### src/include/mtsr_pkg.sv
`default_nettype none
package mtsr_pkg;
	// Register offsets (register index on the management port)
	localparam logic [7:0] OFFS_BEMF     = 8'h03;
	localparam logic [7:0] OFFS_PEAK     = 8'h04;
	localparam logic [7:0] OFFS_POS_SUP  = 8'h05;
	localparam logic [7:0] OFFS_SPEED    = 8'h06;
	localparam logic [7:0] OFFS_ANALOG   = 8'h07;
	// Field widths and positions
	localparam int PEAK_W       = 11;
	localparam int ANALOG_W     = 10;
	localparam int BYTE_W       = 8;
	localparam int HI_LSB       = 8;
	// Reset value of every register
	localparam logic [15:0] RESET_VAL = 16'h0000;
	// Encoding constants that software uses to scale the fields, then the position field width
	localparam int BEMF_DIV     = 1090;
	localparam int PEAK_OFFSET  = 1023;
	localparam int PEAK_DIV     = 512;
	localparam int SUPPLY_FS_V  = 30;
	localparam int SUPPLY_DIV   = 255;
	localparam int ANALOG_DIV   = 1024;
	localparam int POS_W        = 8;

	// Measured values from the motor-control core
	typedef struct packed {
		logic [15:0]         bemf_constant_value;
		logic [PEAK_W-1:0]   peak_current_value;
		logic [POS_W-1:0]    initial_position_estimate;
		logic [POS_W-1:0]    position_advance_angle;
		logic [BYTE_W-1:0]   supply_level_value;
		logic [BYTE_W-1:0]   speed_command_value;
		logic [BYTE_W-1:0]   buffered_speed_command;
		logic [ANALOG_W-1:0] analog_speed_sample;
	} mtsr_meas_type;

	// Register access request from the serial management port
	typedef struct packed {
		logic        rd;
		logic        wr;
		logic [7:0]  addr;
		logic [15:0] wdata;
	} mtsr_req_type;

	// Whole module state
	typedef struct packed {
		logic [15:0] bemf_q;
		logic [15:0] peak_q;
		logic [15:0] pos_sup_q;
		logic [15:0] speed_q;
		logic [15:0] analog_q;
		logic [15:0] rdata_q;
		logic        rvalid_q;
		logic        hit_q;
	} mtsr_state_type;
endpackage
`default_nettype wire

### src/mtsr_regs.sv
`default_nettype none
module mtsr_regs
(
	input  wire logic                   CLOCK_IN,
	input  wire logic                   RESET_IN,
	input  wire mtsr_pkg::mtsr_meas_type MEAS_IN,
	input  wire mtsr_pkg::mtsr_req_type  REQ_IN,
	output logic [15:0]                 RDATA_OUT,
	output logic                        RVALID_OUT,
	output logic                        HIT_OUT
);
	mtsr_pkg::mtsr_state_type s_q;
	mtsr_pkg::mtsr_state_type s_d;
	logic [7:0] pos_sum;

	// Reported position is estimate plus advance, modulo one turn
	assign pos_sum = 8'(MEAS_IN.initial_position_estimate
		+ MEAS_IN.position_advance_angle);

	// Offset decode shared by the read path and its checks
	function automatic logic is_mapped(input logic [7:0] ad);
		logic hit;
		hit = 1'b0;
		if (ad == mtsr_pkg::OFFS_BEMF)
			hit = 1'b1;
		else if (ad == mtsr_pkg::OFFS_PEAK)
			hit = 1'b1;
		else if (ad == mtsr_pkg::OFFS_POS_SUP)
			hit = 1'b1;
		else if (ad == mtsr_pkg::OFFS_SPEED)
			hit = 1'b1;
		else if (ad == mtsr_pkg::OFFS_ANALOG)
			hit = 1'b1;
		return hit;
	endfunction

	// Next state: snapshot values every cycle, answer reads
	always_comb
	begin
		s_d = s_q;
		s_d.bemf_q    = MEAS_IN.bemf_constant_value;
		s_d.peak_q    = {5'h00, MEAS_IN.peak_current_value};
		s_d.pos_sup_q = {pos_sum, MEAS_IN.supply_level_value};
		s_d.speed_q   = {MEAS_IN.speed_command_value,
			MEAS_IN.buffered_speed_command};
		s_d.analog_q  = {6'h00, MEAS_IN.analog_speed_sample};
		s_d.rvalid_q  = REQ_IN.rd;
		s_d.hit_q     = 1'b0;
		s_d.rdata_q   = 16'h0000;
		// Read decode; writes fall through untouched
		if (REQ_IN.rd)
		begin
			s_d.hit_q = is_mapped(REQ_IN.addr);
			if (REQ_IN.addr == mtsr_pkg::OFFS_BEMF)
				s_d.rdata_q = s_q.bemf_q;
			else if (REQ_IN.addr == mtsr_pkg::OFFS_PEAK)
				s_d.rdata_q = s_q.peak_q;
			else if (REQ_IN.addr == mtsr_pkg::OFFS_POS_SUP)
				s_d.rdata_q = s_q.pos_sup_q;
			else if (REQ_IN.addr == mtsr_pkg::OFFS_SPEED)
				s_d.rdata_q = s_q.speed_q;
			else if (REQ_IN.addr == mtsr_pkg::OFFS_ANALOG)
				s_d.rdata_q = s_q.analog_q;
		end
	end

	// State register; REQ_IN.wr never reaches contents
	always_ff @(posedge CLOCK_IN)
	begin
		if (RESET_IN)
		begin
			s_q.bemf_q    <= mtsr_pkg::RESET_VAL;
			s_q.peak_q    <= mtsr_pkg::RESET_VAL;
			s_q.pos_sup_q <= mtsr_pkg::RESET_VAL;
			s_q.speed_q   <= mtsr_pkg::RESET_VAL;
			s_q.analog_q  <= mtsr_pkg::RESET_VAL;
			s_q.rdata_q   <= 16'h0000;
			s_q.rvalid_q  <= 1'b0;
			s_q.hit_q     <= 1'b0;
		end
		else
			s_q <= s_d;
	end

	assign RDATA_OUT  = s_q.rdata_q;
	assign RVALID_OUT = s_q.rvalid_q;
	assign HIT_OUT    = s_q.hit_q;
endmodule
`default_nettype wire

### config.mk
export PLATFORM = sky130hd
export DESIGN_NAME = mtsr_regs
export DESIGN_NICKNAME = d
export VERILOG_FILES = /design/src/include/mtsr_pkg.sv /design/src/mtsr_regs.sv
export SDC_FILE = /design/constraint.sdc
export NUM_CORES = 1
export LEC_CHECK = 0
export BUFFER_PORTS_ARGS = -buffer_cell sky130_fd_sc_hd__buf_2
export CAP_MARGIN = 15
export CORE_MARGIN = 2
export CORE_UTILIZATION = 52
export DETAILED_ROUTE_END_ITERATION = 8
export GPL_ROUTABILITY_DRIVEN = 0
export GPL_TIMING_DRIVEN = 0
export PLACE_DENSITY = 0.83
export SETUP_SLACK_MARGIN = 0.1
export SYNTH_ARGS = -nofsm -noshare
export SYNTH_HDL_FRONTEND = slang
export SYNTH_SLANG_ARGS = --single-unit
### constraint.sdc
create_clock -name CLOCK_IN -period 3.5 [get_ports CLOCK_IN]
set_input_delay 0.525 -clock CLOCK_IN [delete_from_list [all_inputs] [get_ports CLOCK_IN]]
set_output_delay 0.525 -clock CLOCK_IN [all_outputs]
set_load 0.02 [all_outputs]
* Word-level counts from Yosys, hierarchy flattened *
Cells that the tools add are included.

word-level totals
  output and inout bits = 18
  flip-flop bits (word level) = 98

cells by class
  bitwise logic cells = 1
  equality and inequality tests = 5
  reductions and logical operators = 1
  muxes and demuxes = 10
  $add $sub $neg = 1

operators with widths
  kind                                                                   count
  16-bit two-way mux                                                     5
  8-bit by 3-bit equality test with 1-bit output, second input constant  4
  8-bit adder                                                            1
  8-bit by 2-bit equality test with 1-bit output, second input constant  1
  1-bit two-way mux                                                      5
  2-bit OR reduction                                                     1
  1-bit NOT                                                              1

* Logic depth before layout (Yosys ltp) *
  depth after elaboration = 6
  gate-level depth with buffers = 6

* Worst setup path after synthesis *
No wires, ideal clock.

  path kind = input to register
  start point = in MEAS_IN[34] (netlist name)
  end point = reg s_q[64] (netlist name)
  cell stages on the path = 6
  required time = 3,380 ps
  path slack = 1,522 ps
  data arrival time = 1,858 ps
  path through = ha_1 -> fa_1 -> a21oi_1 -> a2bb2oi_1 -> nor4b_1 -> a211o_1

on the way
  word-level cells in the longest chain between the ends = 1

ends and longest elaborated chain
  item             RTL line         RTL
  start, declared  mtsr_regs.sv:6   input wire mtsr_pkg::mtsr_meas_type MEAS_IN,
  8-bit adder      mtsr_regs.sv:18  + MEAS_IN.position_advance_angle);
  end, declared    mtsr_regs.sv:12  mtsr_pkg::mtsr_state_type s_q;

Every way passes these cells.
A chain may end at the register's enable or synchronous reset.

* Worst setup path after layout *
Same ends and word-level chain as after synthesis.

==> flow_metrics.py <==
metrics = {
    "place": {
        "dp_cells": 480,
        "dp_hpwl_mm": 5.302,
        "io_buffers": 105,
    },
    "power": {
        "p_clk_frac": 0.321,
        "p_leak_nw": 1.864,
        "p_switching_w": 0.0004429,
        "p_per_area_mw_per_mm2": 460.5,
        "peakVddDrop_v": 0.0003134,
        "switching_share": 0.2360,
        "p_comb_frac": 0.118,
        "seq_power_share": 0.561,
        "p_int_w": 0.001434,
    },
    "grt": {
        "grt_first_pass_wirelength_mm": 10.85,
        "grt_start_max_net_pins": 15,
        "grt_pass1_vias": 2383,
        "grt_usage": 0.1996,
        "antenna_found_initial": 0,
        "overflow": 0,
    },
    "sta": {
        "fmax_mhz": 523.3,
        "finalSetupViolations": 0,
        "slew-limit-headroom": 0.6452,
        "setup_tns_ns": 0,
        "drv_slew": 0,
        "hold_viol": 0,
        "finalClockSkew_ns": 0.007893,
        "fin_crit_ns": 1.911,
        "rsz0062_at_grt": "no",
        "worst_slew_pin_slew_ns": 0.5322,
        "finalCritPeriodShare": 0.5460,
    },
    "clocking": {
        "cts_tree": "done",
        "clk_path_buf_depth": 2,
        "clkLatencyLatePin_ns": 0.34,
        "root_buffer": "clkbuf_8",
        "htree_levels": 3,
        "clock_sinks": 87,
        "cts_resized": 0,
        "clk_pin_slew_ns": 0.08,
        "cts_setup_buffers": 0,
        "cts_made_buffers": 9,
        "ctsHoldBuffers": 0,
    },
    "floorplanning": {
        "die_h_um": 83.43,
        "die_w_um": 83.43,
        "initial_core_util": 0.5444,
        "core-area_mm2": 0.006026,
        "ios": 123,
        "num_rows": 28,
        "die-area_mm2": 0.006961,
    },
    "drt": {
        "drc": 0,
        "vias": 2467,
        "vias_per_cell": 4.974,
        "wl_mm": 6.861,
        "avgRoutedWirePerCell_um": 13.83,
        "ant_nets": 0,
        "drt_first_pass_iters": 5,
        "drtIter0Drc": 155,
    },
    "yosys": {
        "syn_avg_cell_area_um2": 10.94,
        "synthArstFlopShare": 0,
        "synth_edf_count": 0,
        "syn_nets": 413,
        "yosys_warnings": 0,
        "ys.flop_type": "dfxtp_1",
        "synthCells": 300,
        "yosysSeqAreaShare": 0.5309,
        "syn-cell-area_mm2": 0.003281,
        "synth.distinct_cells": 43,
        "ys_ff_latch": 87,
    },
    "layout": {
        "layout_common_cells": "buf_2, dfxtp_1, nor2b_1",
        "multi_input_area_mm2": 0.001340,
        "num_antenna_cells": 0,
        "layoutNonFillerInstCount": 496,
        "finalNetCount": 529,
        "seq_area_mm2": 0.001742,
        "final_layout_size_suffix_gt1_frac": 0.3682,
        "mostFrequentLayoutCell": "buf_2",
        "area_growth_pct": 24.22,
        "n_fill_cell": 489,
    },
    "setup_path": {
        "required_ns": 3.73,
        "worst-path-max-fanout": 3,
        "critPathCaptureType": "flop",
        "path_class": "input port to flop",
        "crit_arrival_ns": 2.14,
        "start_kind": "input port",
    },
    "run_status": {
        "status": "complete, no violations",
    },
    "flow_run": {
        "maxCapViolCount": 0,
    },
    "hold_path": {
        "hold_class": "input port to flop",
    },
}
-- critical path: stages --
cell and delay (ns):
buf_2 0.10, ha_1 0.23, fa_1 0.43, a21oi_1 0.19, a2bb2oi_1 0.30, nor4b_1 0.09, a211o_1 0.28
-- cells in the mapped netlist, types with 2 or more instances --
master    instances  area share
nor2b_1          67        0.13
a22oi_1           6       0.014
mux2_4            8       0.037
nand2_1           2      0.0023
dfxtp_1          87        0.53
clkbuf_1          9       0.010
nor3b_1           3      0.0069
mux2_2            2      0.0069
nor4b_1           4       0.011
a222oi_1         10       0.031
o21ai_0           2      0.0031
xnor2_1           2      0.0053
o21ai_1           2      0.0031
buf_1             2      0.0023
buf_2             3      0.0046
ha_1              7       0.027
a22o_1           15       0.040
buf_4            17       0.039
nor3_1            3      0.0046
nor2_1           24       0.027
and2_1            2      0.0038
o21bai_1          2      0.0046
-- power groups by stage --
| stage | clock network, W | logic, W | registers (W) |
|---|---|---|---|
| 2_1_floorplan | 0 | 0.000136 | 0.00107 |
| 3_5_place_dp | 0 | 0.000220 | 0.00108 |
| 5_1_grt | 0.000654 | 0.000244 | 0.00106 |
| 6_report | 0.000602 | 0.000222 | 0.00105 |
| 3_3_place_gp | 0 | 0.000214 | 0.00107 |
| 4_1_cts | 0.000608 | 0.000222 | 0.00105 |
-- area by class of cell --
class                   instances  share of cell area
clock inverters                 5            0.008290
clock buffers                  11             0.03469
well taps                      75             0.02303
flip-flops and latches         87              0.4274
multi-input cells             180              0.3288
plain buffers                  32             0.04790
repair buffers                105              0.1290
inverters                       1           0.0009211
-- routing by layer --
layer	share of wire	vias up	global-route usage
li1	-	1252	-
met5	0	-	0
met4	0.024	0	0.08651
met1	0.41	1107	0.2397
met2	0.50	91	0.3482
met3	0.063	17	0.03777
-- flip-flops by register name (all words and copies together) (netlist names) --
name,flops
s_q,69
RDATA_OUT,16
HIT_OUT,1
RVALID_OUT,1
-- metrics by stage --
| step | area (µm²) | hold WS (ns) | setup slack (ns) | utilization | total power (W) |
|---|---|---|---|---|---|
| after floorplan | 3281 | 0.4404 | 1.522 | - | 0.001207 |
| after global placement | 3900 | 0.4585 | 1.270 | 0.6472 | 0.001287 |
| after detailed placement | 3900 | 0.4612 | 1.285 | 0.6472 | 0.001296 |
| after CTS | 4075 | 0.3784 | 1.618 | 0.6763 | 0.001883 |
| after global routing | 4075 | 0.3835 | 1.508 | 0.6763 | 0.001954 |
| final | 4075 | 0.3822 | 1.589 | 0.6763 | 0.001877 |
-- worst paths after layout --
check / from / to / slack (ns) / cells past startpoint
max: MEAS_IN[34] / s_q[64] / 1.59 / 7
min reg2reg: s_q[92] / RDATA_OUT[10] / 0.48 / 2
min: MEAS_IN[53] / s_q[69] / 0.38 / 2
max reg2reg: s_q[27] / RDATA_OUT[9] / 2.13 / 4
-- cell families after synthesis --
kind of cell	synth area share
AO/OA/AOI/OAI	0.1179
AND/OR/NAND/NOR	0.2025
buffers and inverters	0.06064
adder cells (fa/ha/maj)	0.03280
XOR/XNOR	0.005340
flip-flops	0.5309
multiplexers	0.04996
Power figures use the tool's default switching activity.
